--- config.mk ---
export PLATFORM = sky130hd
export DESIGN_NAME = fwp_core
export DESIGN_NICKNAME = d
export VERILOG_FILES = /design/src/logic/fwp_pkg.sv /design/src/logic/fwp_core.sv
export SDC_FILE = /design/constraint.sdc
export NUM_CORES = 1
export LEC_CHECK = 0
export ABC_AREA = 1
export BUFFER_PORTS_ARGS = -buffer_cell sky130_fd_sc_hd__clkbuf_2
export CAP_MARGIN = 10
export CORE_MARGIN = 3
export CORE_UTILIZATION = 30
export CTS_BUF_LIST = sky130_fd_sc_hd__clkbuf_4 sky130_fd_sc_hd__clkbuf_8 sky130_fd_sc_hd__clkbuf_16
export CTS_CLUSTER_DIAMETER = 40
export CTS_CLUSTER_SIZE = 28
export DETAILED_ROUTE_END_ITERATION = 10
export PLACE_DENSITY = 0.54
export SLEW_MARGIN = 20
export SYNTH_ARGS = -nofsm -noshare
export SYNTH_HDL_FRONTEND = slang
export SYNTH_SLANG_ARGS = --single-unit
--- constraint.sdc ---
create_clock -name mclk_in -period 2.54 [get_ports mclk_in]
set_input_delay 0.254 -clock mclk_in [delete_from_list [all_inputs] [get_ports mclk_in]]
set_output_delay 0.254 -clock mclk_in [all_outputs]
set_load 0.01 [all_outputs]
--- src/logic/fwp_pkg.sv ---
// Package for the flash write-protection block: register map, opcodes, field layout
package fwp_pkg;

    // ------------------------------------------------------------
    // Register byte offsets on the AHB-Lite slave
    // ------------------------------------------------------------
    localparam logic [7:0] FWP_OFS_STATUS = 8'h00;
    localparam logic [7:0] FWP_OFS_CMD    = 8'h04;
    localparam logic [7:0] FWP_OFS_ADDR   = 8'h08;
    localparam logic [7:0] FWP_OFS_RESULT = 8'h0c;
    localparam logic [7:0] FWP_OFS_FUNC   = 8'h10;

    // ------------------------------------------------------------
    // Field positions and reset values
    // ------------------------------------------------------------
    localparam int         FWP_ST_BUSY    = 0;
    localparam int         FWP_ST_WEL     = 1;
    localparam int         FWP_ST_BP_LSB  = 2;
    localparam int         FWP_ST_QE      = 6;
    localparam int         FWP_ST_LOCK    = 7;
    localparam int         FWP_FN_BOTTOM  = 1;
    localparam int         FWP_CMD_DATA   = 8;
    localparam logic [7:0] FWP_STATUS_RST = 8'h00;
    localparam int         FWP_ADDR_W     = 25;
    localparam int         FWP_BLK_LSB    = 16;
    localparam logic [9:0] FWP_NUM_BLOCKS = 10'h200;
    localparam logic [3:0] FWP_BP_ALL     = 4'ha;

    // ------------------------------------------------------------
    // Opcodes
    // ------------------------------------------------------------
    localparam logic [7:0] OP_STATUS_WRITE = 8'h01;
    localparam logic [7:0] OP_FUNC_WRITE   = 8'h42;
    localparam logic [7:0] OP_CHIP_ERASE_A = 8'hc7;
    localparam logic [7:0] OP_CHIP_ERASE_B = 8'h60;

    // ------------------------------------------------------------
    // Carriers
    // ------------------------------------------------------------
    typedef struct packed {
        logic                  valid;
        logic [7:0]            opcode;
        logic [7:0]            data;
        logic [FWP_ADDR_W-1:0] addr;
    } fwp_op_type;

    typedef struct packed {
        logic refused_busy;
        logic refused_lock;
        logic refused_prot;
        logic refused_wel;
        logic accepted;
    } fwp_result_type;

    typedef struct packed {
        logic       lock;
        logic       qe;
        logic [3:0] bp;
    } fwp_nv_type;

endpackage

--- src/logic/fwp_core.sv ---
// Write-protection logic of a serial flash: latch, block protection, status lock, quad pins
//
// The implementer's own choices: the AHB-Lite register port and the placing of the registers.
`timescale 1ns/1ps

module fwp_core
    import fwp_pkg::*;
#(
    parameter logic [7:0] SET_LATCH_OP   = 8'h06,
    parameter logic [7:0] CLEAR_LATCH_OP = 8'h04
) (
    // Clock and reset
    input  wire logic                  mclk_in,
    input  wire logic                  rstn_in,
    // AHB-Lite slave
    input  wire logic                  hsel_in,
    input  wire logic [31:0]           haddr_in,
    input  wire logic [1:0]            htrans_in,
    input  wire logic                  hwrite_in,
    input  wire logic [2:0]            hsize_in,
    input  wire logic [31:0]           hwdata_in,
    input  wire logic                  hready_in,
    output logic      [31:0]           hrdata_out,
    output logic                       hreadyout_out,
    output logic                       hresp_out,
    // Array engine
    output fwp_op_type                 op_out,
    input  wire logic                  op_done_in,
    // Pins
    input  wire logic                  wp_pin_in,
    output logic                       quad_mode_out,
    output logic                       pin_ctrl_func_out
);

    // ------------------------------------------------------------
    // State
    // ------------------------------------------------------------
    logic                  wel_ff;
    logic                  busy_ff;
    fwp_nv_type            nv_ff;
    logic                  bottom_ff;
    logic [FWP_ADDR_W-1:0] addr_ff;
    logic [15:0]           cmd_ff;
    fwp_result_type        result_ff;
    fwp_op_type            op_ff;
    logic                  dph_wr_ff;
    logic                  dph_rd_ff;
    logic [7:0]            dph_addr_ff;

    // ------------------------------------------------------------
    // Opcode classes
    // ------------------------------------------------------------
    function automatic logic is_array_op(input logic [7:0] op);
        unique case (op)
            8'h02, 8'h12, 8'h32, 8'h38, 8'h34, 8'h3e: is_array_op = 1'b1;
            8'hd7, 8'h20, 8'h21, 8'h52, 8'h5c, 8'hd8, 8'hdc: is_array_op = 1'b1;
            default: is_array_op = 1'b0;
        endcase
    endfunction

    function automatic logic is_gated_op(input logic [7:0] op);
        unique case (op)
            OP_CHIP_ERASE_A, OP_CHIP_ERASE_B: is_gated_op = 1'b1;
            OP_STATUS_WRITE, OP_FUNC_WRITE, 8'h65, 8'h85: is_gated_op = 1'b1;
            8'h64, 8'h62, 8'h15, 8'h18: is_gated_op = 1'b1;
            8'hfd, 8'he3, 8'he4, 8'h2f, 8'ha6, 8'h91, 8'he8: is_gated_op = 1'b1;
            default: is_gated_op = is_array_op(op);
        endcase
    endfunction

    // Region test on the 64 KB block number
    function automatic logic prot_hit(input logic [3:0] bp, input logic bot, input logic [8:0] blk);
        logic [9:0] span;
        span = 10'h001 << (bp - 4'h1);
        if (bp == 4'h0) begin
            prot_hit = 1'b0;
        end else if (bp >= FWP_BP_ALL) begin
            prot_hit = 1'b1;
        end else if (bot) begin
            prot_hit = {1'b0, blk} < span;
        end else begin
            prot_hit = {1'b0, blk} >= (FWP_NUM_BLOCKS - span);
        end
    endfunction

    // ------------------------------------------------------------
    // Bus decode
    // ------------------------------------------------------------
    wire        addr_ok  = hsel_in && hready_in && htrans_in[1];
    wire        wr_cmd   = dph_wr_ff && (dph_addr_ff == FWP_OFS_CMD);
    wire        wr_addr  = dph_wr_ff && (dph_addr_ff == FWP_OFS_ADDR);
    wire        cmd_go   = wr_cmd;
    wire [7:0]  cmd_op   = hwdata_in[7:0];
    wire [7:0]  cmd_data = hwdata_in[FWP_CMD_DATA +: 8];
    wire [8:0]  cmd_blk  = addr_ff[FWP_BLK_LSB +: 9];

    // ------------------------------------------------------------
    // Command evaluation
    // ------------------------------------------------------------
    // Protect pin only counts while it is a control pin, not a data line
    wire hw_lock      = nv_ff.lock && !nv_ff.qe && !wp_pin_in;
    wire is_set       = cmd_op == SET_LATCH_OP;
    wire is_clr       = cmd_op == CLEAR_LATCH_OP;
    wire is_chip      = (cmd_op == OP_CHIP_ERASE_A) || (cmd_op == OP_CHIP_ERASE_B);
    wire is_stat_wr   = cmd_op == OP_STATUS_WRITE;
    wire gated        = is_gated_op(cmd_op);
    wire rf_busy      = busy_ff;
    wire rf_wel       = gated && !wel_ff;
    wire rf_prot      = (is_array_op(cmd_op) && prot_hit(nv_ff.bp, bottom_ff, cmd_blk))
                     || (is_chip && (nv_ff.bp != 4'h0));
    wire rf_lock      = is_stat_wr && hw_lock;
    wire refused      = rf_busy || rf_wel || rf_prot || rf_lock;
    wire take         = cmd_go && !refused;
    wire take_write   = take && gated;
    wire done         = op_done_in && busy_ff;

    // Latch flag: instructions, then completion; the two cannot meet since busy refuses
    wire nxt_wel      = (take && is_set)  ? 1'b1 :
                        (take && is_clr)  ? 1'b0 :
                        done              ? 1'b0 :
                        wel_ff;
    wire nxt_busy     = take_write ? 1'b1 : (done ? 1'b0 : busy_ff);

    // Status bits written only by an accepted status write
    wire fwp_nv_type nxt_nv = (take && is_stat_wr) ?
                        fwp_nv_type'({cmd_data[FWP_ST_LOCK], cmd_data[FWP_ST_QE],
                                      cmd_data[FWP_ST_BP_LSB +: 4]}) : nv_ff;
    // One-time bit: only ever ORed in
    wire nxt_bottom   = bottom_ff || (take && (cmd_op == OP_FUNC_WRITE)
                                      && cmd_data[FWP_FN_BOTTOM]);

    wire fwp_result_type nxt_result = cmd_go ?
                        fwp_result_type'({rf_busy, rf_lock && !rf_busy, rf_prot && !rf_busy,
                                          rf_wel && !rf_busy, !refused}) : result_ff;

    // Set-latch and clear-latch commands are handled here; every other accepted command goes to the engine
    wire fwp_op_type nxt_op = fwp_op_type'({take && !is_set && !is_clr, cmd_op, cmd_data, addr_ff});

    // ------------------------------------------------------------
    // Protection state
    // ------------------------------------------------------------
    always_ff @(posedge mclk_in) begin
        if (!rstn_in) begin
            wel_ff    <= 1'b0;
            busy_ff   <= 1'b0;
            nv_ff     <= fwp_nv_type'(FWP_STATUS_RST[7:2]);
            bottom_ff <= 1'b0;
        end else begin
            wel_ff    <= nxt_wel;
            busy_ff   <= nxt_busy;
            nv_ff     <= nxt_nv;
            bottom_ff <= nxt_bottom;
        end
    end

    // Command, address, result and launch registers
    always_ff @(posedge mclk_in) begin
        if (!rstn_in) begin
            addr_ff   <= '0;
            cmd_ff    <= 16'h0000;
            result_ff <= '0;
            op_ff     <= '0;
        end else begin
            addr_ff   <= wr_addr ? hwdata_in[FWP_ADDR_W-1:0] : addr_ff;
            cmd_ff    <= cmd_go ? hwdata_in[15:0] : cmd_ff;
            result_ff <= nxt_result;
            op_ff     <= nxt_op;
        end
    end

    // ------------------------------------------------------------
    // AHB-Lite data phase
    // ------------------------------------------------------------
    // Zero wait states: every access completes in its first data cycle
    always_ff @(posedge mclk_in) begin
        if (!rstn_in) begin
            dph_wr_ff   <= 1'b0;
            dph_rd_ff   <= 1'b0;
            dph_addr_ff <= 8'h00;
        end else begin
            dph_wr_ff   <= addr_ok && hwrite_in;
            dph_rd_ff   <= addr_ok && !hwrite_in;
            dph_addr_ff <= haddr_in[7:0];
        end
    end

    wire [7:0] status_byte = {nv_ff.lock, nv_ff.qe, nv_ff.bp, wel_ff, busy_ff};
    wire       rd_status   = dph_addr_ff == FWP_OFS_STATUS;
    wire       rd_cmd      = dph_addr_ff == FWP_OFS_CMD;
    wire       rd_addr     = dph_addr_ff == FWP_OFS_ADDR;
    wire       rd_result   = dph_addr_ff == FWP_OFS_RESULT;
    wire       rd_func     = dph_addr_ff == FWP_OFS_FUNC;

    // Read mux over flops; unmapped words read zero
    assign hrdata_out = !dph_rd_ff ? 32'h0000_0000 :
                        rd_status  ? {24'h000000, status_byte} :
                        rd_cmd     ? {16'h0000, cmd_ff} :
                        rd_addr    ? {7'h00, addr_ff} :
                        rd_result  ? {27'h0000000, result_ff} :
                        rd_func    ? {30'h00000000, bottom_ff, 1'b0} :
                        32'h0000_0000;
    assign hreadyout_out = 1'b1;
    assign hresp_out     = 1'b0;

    // ------------------------------------------------------------
    // Outputs
    // ------------------------------------------------------------
    assign op_out            = op_ff;
    assign quad_mode_out     = nv_ff.qe;
    assign pin_ctrl_func_out = !nv_ff.qe;

    // ------------------------------------------------------------
    // Checks
    // ------------------------------------------------------------
    a_wel_gate_refuse: assert property (@(posedge mclk_in) disable iff (!rstn_in)
        cmd_go && is_gated_op(cmd_op) && !wel_ff |=> !op_ff.valid && !busy_ff && result_ff.refused_wel)
        else $error("gated opcode ran without latch");

    a_set_latch: assert property (@(posedge mclk_in) disable iff (!rstn_in)
        cmd_go && is_set && !busy_ff |=> wel_ff && !op_ff.valid)
        else $error("set latch did not set flag");

    a_clear_latch: assert property (@(posedge mclk_in) disable iff (!rstn_in)
        cmd_go && is_clr && !busy_ff |=> !wel_ff)
        else $error("clear latch did not clear flag");

    a_done_clears_wel: assert property (@(posedge mclk_in) disable iff (!rstn_in)
        op_done_in && busy_ff |=> !wel_ff && !busy_ff)
        else $error("completion left latch or busy set");

    a_prot_region: assert property (@(posedge mclk_in) disable iff (!rstn_in)
        cmd_go && is_array_op(cmd_op) && (nv_ff.bp == 4'h1) && !bottom_ff && (cmd_blk == 9'h1ff)
        |=> !op_ff.valid && result_ff.refused_prot)
        else $error("top block written while protected");

    a_chip_erase_bp: assert property (@(posedge mclk_in) disable iff (!rstn_in)
        cmd_go && is_chip && !busy_ff && (nv_ff.bp != 4'h0) |=> !op_ff.valid ##1 !busy_ff)
        else $error("whole erase ran with protection set");

    a_status_frozen: assert property (@(posedge mclk_in) disable iff (!rstn_in)
        cmd_go && is_stat_wr && hw_lock |=> $stable(nv_ff) && !op_ff.valid)
        else $error("locked status register changed");

    a_stat_wr_keeps_wel: assert property (@(posedge mclk_in) disable iff (!rstn_in)
        take && is_stat_wr |=> wel_ff && busy_ff)
        else $error("status write changed latch flag");

    a_bottom_sticky: assert property (@(posedge mclk_in) disable iff (!rstn_in)
        bottom_ff |=> bottom_ff)
        else $error("bottom select returned to top");

    a_refused_no_busy: assert property (@(posedge mclk_in) disable iff (!rstn_in)
        cmd_go && refused && !busy_ff |=> !busy_ff && $stable(wel_ff) && !op_ff.valid)
        else $error("refused command changed state");

    // ------------------------------------------------------------
    // Class, region and pin checks
    // ------------------------------------------------------------
    // One opcode stands for each class; the decode function is shared, so the rest follow it

    a_wel_gate_accept: assert property (@(posedge mclk_in) disable iff (!rstn_in)
        cmd_go && gated && wel_ff && !busy_ff && !rf_prot && !rf_lock
        |=> op_ff.valid && busy_ff && result_ff.accepted)
        else $error("gated opcode refused with latch set");

    a_ungated_runs: assert property (@(posedge mclk_in) disable iff (!rstn_in)
        cmd_go && !gated && !is_set && !is_clr && !busy_ff
        |=> op_ff.valid && !busy_ff && result_ff.accepted)
        else $error("volatile opcode needed the latch");

    a_clear_no_launch: assert property (@(posedge mclk_in) disable iff (!rstn_in)
        cmd_go && is_clr
        |=> !op_ff.valid)
        else $error("clear latch reached the engine");

    a_busy_holds: assert property (@(posedge mclk_in) disable iff (!rstn_in)
        busy_ff && !op_done_in
        |=> busy_ff)
        else $error("busy dropped before completion");

    a_idle_done_ignored: assert property (@(posedge mclk_in) disable iff (!rstn_in)
        op_done_in && !busy_ff && !cmd_go
        |=> $stable(wel_ff) && !busy_ff)
        else $error("stray completion changed latch");

    a_page_prog_gated: assert property (@(posedge mclk_in) disable iff (!rstn_in)
        cmd_go && (cmd_op == 8'h02) && !wel_ff
        |=> !op_ff.valid && result_ff.refused_wel)
        else $error("page program ran without latch");

    a_erase_gated: assert property (@(posedge mclk_in) disable iff (!rstn_in)
        cmd_go && (cmd_op == 8'hd7) && !wel_ff
        |=> !op_ff.valid && result_ff.refused_wel)
        else $error("sector erase ran without latch");

    a_reg_write_gated: assert property (@(posedge mclk_in) disable iff (!rstn_in)
        cmd_go && (cmd_op == 8'h65) && !wel_ff
        |=> !op_ff.valid && result_ff.refused_wel)
        else $error("register write ran without latch");

    a_info_row_gated: assert property (@(posedge mclk_in) disable iff (!rstn_in)
        cmd_go && (cmd_op == 8'h64) && !wel_ff
        |=> !op_ff.valid && result_ff.refused_wel)
        else $error("info row erase ran without latch");

    a_lock_op_gated: assert property (@(posedge mclk_in) disable iff (!rstn_in)
        cmd_go && (cmd_op == 8'he8) && !wel_ff
        |=> !op_ff.valid && result_ff.refused_wel)
        else $error("password program ran without latch");

    a_top_edge_free: assert property (@(posedge mclk_in) disable iff (!rstn_in)
        cmd_go && is_array_op(cmd_op) && wel_ff && !busy_ff && (nv_ff.bp == 4'h9) && !bottom_ff
        && (cmd_blk == 9'h0ff) |=> op_ff.valid)
        else $error("block below top region refused");

    a_bottom_edge: assert property (@(posedge mclk_in) disable iff (!rstn_in)
        cmd_go && is_array_op(cmd_op) && !busy_ff && (nv_ff.bp == 4'h9) && bottom_ff
        && (cmd_blk == 9'h0ff) |=> !op_ff.valid && result_ff.refused_prot)
        else $error("bottom region block written");

    a_all_blocks: assert property (@(posedge mclk_in) disable iff (!rstn_in)
        cmd_go && is_array_op(cmd_op) && !busy_ff && (nv_ff.bp >= FWP_BP_ALL)
        |=> !op_ff.valid && result_ff.refused_prot)
        else $error("array written with all blocks protected");

    a_status_open: assert property (@(posedge mclk_in) disable iff (!rstn_in)
        cmd_go && is_stat_wr && wel_ff && !busy_ff && !nv_ff.lock
        |=> nv_ff.bp == $past(cmd_data[FWP_ST_BP_LSB +: 4]))
        else $error("unlocked status write lost");

    a_wp_high_opens: assert property (@(posedge mclk_in) disable iff (!rstn_in)
        cmd_go && is_stat_wr && wel_ff && !busy_ff && nv_ff.lock && wp_pin_in
        |=> op_ff.valid && busy_ff)
        else $error("status write refused with pin high");

    a_quad_frees_wp: assert property (@(posedge mclk_in) disable iff (!rstn_in)
        cmd_go && is_stat_wr && wel_ff && !busy_ff && nv_ff.qe
        |=> op_ff.valid && busy_ff)
        else $error("protect pin counted as control in quad mode");

    a_reset_clears_wel: assert property (@(posedge mclk_in)
        !rstn_in
        |=> !wel_ff && !busy_ff)
        else $error("latch or busy set after reset");

    a_busy_refuses: assert property (@(posedge mclk_in) disable iff (!rstn_in)
        cmd_go && busy_ff && !op_done_in
        |=> busy_ff && result_ff.refused_busy && !op_ff.valid)
        else $error("command taken while busy");

endmodule

* Word-level counts from Yosys, hierarchy flattened
Cells that the tools add are included.
Operators by class: $add $sub $neg 2, $lt $le $gt $ge 3, eq/ne operators 36, shifts and indexed selects 1, muxes and demuxes 15, reduce and logical (&&, ||, !) cells 46
Operators by type and width (count):
- $mux 25 | 4
- $eq 8x8->1 const B | 11
- $eq 8x6->1 const B | 7
- $eq 8x7->1 const B | 7
- $eq 8x5->1 const B | 4
- $logic_and 1x1->1 | 25
- $eq 8x3->1 const B | 3
- $reduce_or 17->1 | 1
- $eq 8x4->1 const B | 2
- $reduce_or 13->1 | 1
- $ge 9x10->1 | 1
- $lt 9x10->1 | 1
- $shl 1x4->10 const A | 1
- $sub 10x10->10 const A | 1
- $mux 1 | 9
- $eq 8x1->1 const B | 1
- $eq 8x2->1 const B | 1
- $logic_not 1->1 | 8
- $logic_not 8->1 | 1
- $logic_or 1x1->1 | 6
- $mux 5 | 1
- $ge 4x4->1 const B | 1
- $logic_not 4->1 | 1
- $reduce_bool 4->1 | 1
- 4 further kinds | 4
Word-level totals: flip-flop bits (word level) 107, bits of input ports 76, output and inout port bits 78

* Longest topological paths before layout
depth after elaboration 16, gate-level depth with buffers 24, depth with buffers taken out 23

* Worst setup path after synthesis
OpenSTA, ideal clock, no wires.
kind flip-flop to flip-flop, from register nv_ff[1] in the netlist's numbering, to register nv_ff[0] in the netlist's numbering, setup time 0.113 ns, arrival 2.526 ns, path slack -0.099 ns, cell stages (with the launch flop) 25, buffers on the path 1, path through dfxtp_1 > clkbuf_1 > inv_1 > nor2_1 > nand2_1 > ha_1 > nand3_1 > xor2_1 > ha_1 > nand2_1 > inv_1 > a21oi_1 > nand2_1 > nand2_1 > nand2_1 > nand2_1 > nand2_1 > nand2_1 > nand2_1 > nand2_1 > nand2_1 > nand2_1 > nand4_1 > nand2_1 > nor2_1
Between the ends: word-level cells in the longest chain between the ends 14, elaborated cells on any way between the ends 19, classes of those cells 2 x add/sub; 3 x order compare; 1 x shift; 3 x mux; 10 x reduce/logical
RTL lines:
- start, declared | RTL line fwp_core.sv:40 | fwp_nv_type nv_ff;
- start signal, assigned | RTL line fwp_core.sv:146 | nv_ff <= fwp_nv_type'(FWP_STATUS_RST[7:2]);
- start signal, assigned | RTL line fwp_core.sv:151 | nv_ff <= nxt_nv;
- $sub 4x1->4 | RTL line fwp_core.sv:74 | span = 10'h001 << (bp - 4'h1);
- $shl 1x4->10 | RTL line fwp_core.sv:74
- $sub 10x10->10 | RTL line fwp_core.sv:82 | prot_hit = {1'b0, blk} >= (FWP_NUM_BLOCKS - span);
- $ge 9x10->1 | RTL line fwp_core.sv:82
- $mux 1 | RTL line fwp_core.sv:79 | end else if (bot) begin
- $mux 1 | RTL line fwp_core.sv:77 | end else if (bp >= FWP_BP_ALL) begin
- $mux 1 | RTL line fwp_core.sv:75 | if (bp == 4'h0) begin
- $logic_and 1x1->1 | RTL line fwp_core.sv:109 | wire rf_prot = (is_array_op(cmd_op) && prot_hit(nv_ff.bp, bottom_ff, cmd_blk))
- $logic_or 1x1->1 (*) | RTL line fwp_core.sv:110 | || (is_chip && (nv_ff.bp != 4'h0));
- $logic_or 1x1->1 (*) (2 in series) | RTL line fwp_core.sv:112 | wire refused = rf_busy || rf_wel || rf_prot || rf_lock;
- $logic_not 1->1 (*) | RTL line fwp_core.sv:113 | wire take = cmd_go && !refused;
- $logic_and 1x1->1 (*) | RTL line fwp_core.sv:113
- $logic_and 1x1->1 (*) | RTL line fwp_core.sv:125 | wire fwp_nv_type nxt_nv = (take && is_stat_wr) ?
Every way passes the cells marked *; elsewhere a longest branch is shown, timed or not. A chain may end at the register's enable or synchronous reset.

* Final worst setup path
from register nv_ff[3] in the netlist's numbering, to register result_ff[0] in the netlist's numbering
Between the ends: word-level cells in the longest chain between the ends 12, elaborated cells on any way between the ends 17, classes of those cells 2 x add/sub; 3 x order compare; 1 x shift; 3 x mux; 8 x reduce/logical
RTL lines:
- $sub 4x1->4 | RTL line fwp_core.sv:74
- $shl 1x4->10 | RTL line fwp_core.sv:74
- $sub 10x10->10 | RTL line fwp_core.sv:82
- $ge 9x10->1 | RTL line fwp_core.sv:82
- $mux 1 | RTL line fwp_core.sv:79
- $mux 1 | RTL line fwp_core.sv:77
- $mux 1 | RTL line fwp_core.sv:75
- $logic_and 1x1->1 | RTL line fwp_core.sv:109
- $logic_or 1x1->1 (*) | RTL line fwp_core.sv:110
- $logic_or 1x1->1 (*) (2 in series) | RTL line fwp_core.sv:112
- $logic_not 1->1 (*) | RTL line fwp_core.sv:134 | rf_wel && !rf_busy, !refused}) : result_ff;
- end signal, assigned | RTL line fwp_core.sv:166 | result_ff <= nxt_result;
- end, declared | RTL line fwp_core.sv:44 | fwp_result_type result_ff;
Marked as above.

==> out/qor.txt <==
outcome: finished, violations left
failing checks: negative setup slack
clk_lat worst skew: 0.36 ns
Final Critical Period: 2.58 ns
maximum clock rate: 0.387 GHz
Mean Syn Cell Area: 6.98 µm²
worst-path fanout max: 4
delay-heaviest family, CP: simple AND/OR/NAND/NOR gates
yosys warns: 0
hold buffers post-CTS: 0
first-pass GRT wire length: 24100 µm
Initial Util: 31.1%
Via Count: 4890
commonest non-fill, non-tap cell in the layout: nand2_1
Max clock buf depth: 2
largest net degree at the start of global routing: 81
Sink Count: 107
overall power: 0.00344 W
maxcap violations: 0
routed vias/inst: 4.54
final worst slack: -0.0448 ns
async set-reset flop share out of synthesis: 0%
worst-margin pin slew: 0.833 ns
num rows: 46
htree depth: 3
number of synthesized flops with an enable pin: 0
TritonRoute pass-1 iters: 4
design area: 6590 µm²
crit path launch type: flop
commonest non-fill, non-tap cells in the layout: nand2_1, clkbuf_2, dfxtp_1
Distinct cells, synth: 39
cell chain of the critical path: buf_6 -> clkinvlp_4 -> nand4_1 -> xor2_2 -> ha_1 -> nand2_2 -> inv_2 -> a21oi_2 -> nand2_1 -> nand2_1 -> nand2_1 -> nand2_1 -> nand2_1 -> nand2_1 -> nand2_2 -> nand3_2 -> nand3_4 -> buf_4 -> buf_6 -> a21oi_2
Post-route DRC: 0
Pwr Density: 521 nW/µm²
setup TNS: -0.113 ns
num ports: 154
die area: 18300 µm²
Slowest-stage cell, CP: dfxtp_2
DP HPWL: 11100 µm
Core Util, Final: 40.9%
Final setup viols: 6
CP most frequent cell: nand2_1
fin crit share: 102%
Post-Route WL: 15000 µm
Critical Path AT: 2.87 ns
Synth Instances: 717
Worst-path clk slew: 0.08 ns
Crit Path Class: flop to flop
Critical Path RT: 2.82 ns
Seq/Total Area, Yosys: 42.8%
All-Layer GR Usage: 16.7%
Initial DRC Count: 273
buffers and inverters on the worst path: 5
Routed WL per cell: 13.9 µm
TritonCTS buffer count: 9
Lkg Pwr: 3.46 nW
crit-path max cell delay: 0.34 ns
Hold Path Class: primary input to flop
TritonCTS clock tree: yes
vias in the first global route: 4622
final number of hold-violating endpoints: 0
DP Area: 5960 µm²
# diodes: 0
max-slew headroom at the worst pin: 44.3%
layout cells sized above 1: 26.5%
core area: 16100 µm²
Final Net Count: 952
Hold WS: 0.0574 ns
skew final: 0.0121 ns
Port Buffers: 109
ys flop type: dfxtp_1
ANT nets after route: 0
Yosys reg bits: 107
global route overflow: 0
Die Height: 135 µm
initial antenna violation count: 0
Post-Syn Area: 5010 µm²
Root Buffer: clkbuf_16
RePlAce Congestion: 0.886
RSZ-0062 raised after global routing: true
kind of end point of the critical path: flop
Die W: 135 µm
Area Growth Syn to Fin: 31.6%
maximum vdd drop: 0.335 mV
Max Slew Vio Count: 0
[sequential cells by signal, summed over array words and instances, names as in the netlist]
name	count
nv_ff	5
cmd_ff	16
dph_wr_ff	1
result_ff	5
dph_addr_ff	8
busy_ff	1
wel_ff	1
addr_ff	25
op_out	42
bottom_ff	1
quad_mode_out	1
dph_rd_ff	1
[final timing paths]
check | startpoint | endpoint | slack (ns) | depth (start not counted)
max | nv_ff[3] | result_ff[0] | -0.04 | 20
min | hwrite_in | dph_rd_ff | 0.06 | 2
max reg2reg | nv_ff[3] | result_ff[0] | -0.04 | 20
min reg2reg | addr_ff[16] | op_out[16] | 0.44 | 2
[Yosys cell counts, types with 2 or more instances]
cell	count	area share (%)
nand2_1	196	15
dfxtp_1	107	43
inv_1	99	7.4
nor2_1	89	6.7
a21oi_1	49	4.9
o21ai_0	34	3.4
clkbuf_1	22	1.6
nand3_1	19	1.9
ha_1	18	4.5
a22oi_1	15	2.2
nand4_1	12	1.5
buf_4	9	1.3
a31oi_1	5	0.62
inv_2	5	0.37
nor3_1	5	0.50
xor2_1	4	0.70
o21ai_1	3	0.30
clkinv_1	2	0.15
conb_1	2	0.15
nor2_4	2	0.45
o21bai_1	2	0.30
[power by group]
part | switching [W] | leakage (nW) | internal (W) | total [W]
Combinational | 0.000144 | 2.43 | 0.0000660 | 0.000210
Sequential | 0.00000902 | 0.871 | 0.00170 | 0.00171
Clock | 0.000656 | 0.156 | 0.000863 | 0.00152
[area by class of cell]
| type | instances | area [µm²] |
|---|---|---|
| fill | 1738 | 9520 |
| multi-input combinational | 481 | 2550 |
| inverter | 106 | 408 |
| clock buffer | 9 | 225 |
| tap | 216 | 270 |
| timing repair buffer | 153 | 902 |
| sequential | 107 | 2150 |
| clock inverter | 6 | 87.6 |
[worst reg2reg max path: cells and delay by family, from the launching register on]
| kind | cells | cell delay [ns] |
|---|---|---|
| AND/OR/NAND/NOR | 11 | 0.91 |
| XOR/XNOR | 1 | 0.25 |
| buffers and inverters | 5 | 0.50 |
| flip-flops | 1 | 0.34 |
| adder cells (fa/ha/maj) | 1 | 0.31 |
| AO/OA/AOI/OAI | 2 | 0.20 |
[metal layers]
layer	global-route usage (%)	vias up	share of wire (%)
li1	-	2536	-
met1	21.4	2197	45
met2	27.2	132	46
met3	4.16	25	6.0
met4	6.49	0	3.0
met5	0	-	0
[cells by family (layout without fill, tap and decap cells)]
kind of cell | after synthesis | count (layout) | share of synthesized area, %
xor gates and xnor gates | 5 | 5 | 0.875
buffers and inverters | 137 | 274 | 10.9
AOI/OAI and AO/OA | 115 | 115 | 13.1
and+or+nand+nor | 333 | 334 | 27.7
DFF | 107 | 107 | 42.8
adders and majority gates | 18 | 18 | 4.50
other | 2 | 9 | 0.150
[stage by stage]
stage               setup WS [ns]  instances
floorplan                  0.0334        724
global placement           -0.156       1052
detailed placement         -0.260       1052
CTS                       -0.0206       1072
global route               -0.236       1078
finish                    -0.0448       1078
[what timing repair did]
item	4_1_cts	5_1_grt
pin swaps	16	20
resized for setup	26	39
endpoints found under the setup margin	12	38
setup buffers	4	6
gates cloned	1	0
No activity file was read; power rests on OpenSTA's default activity.
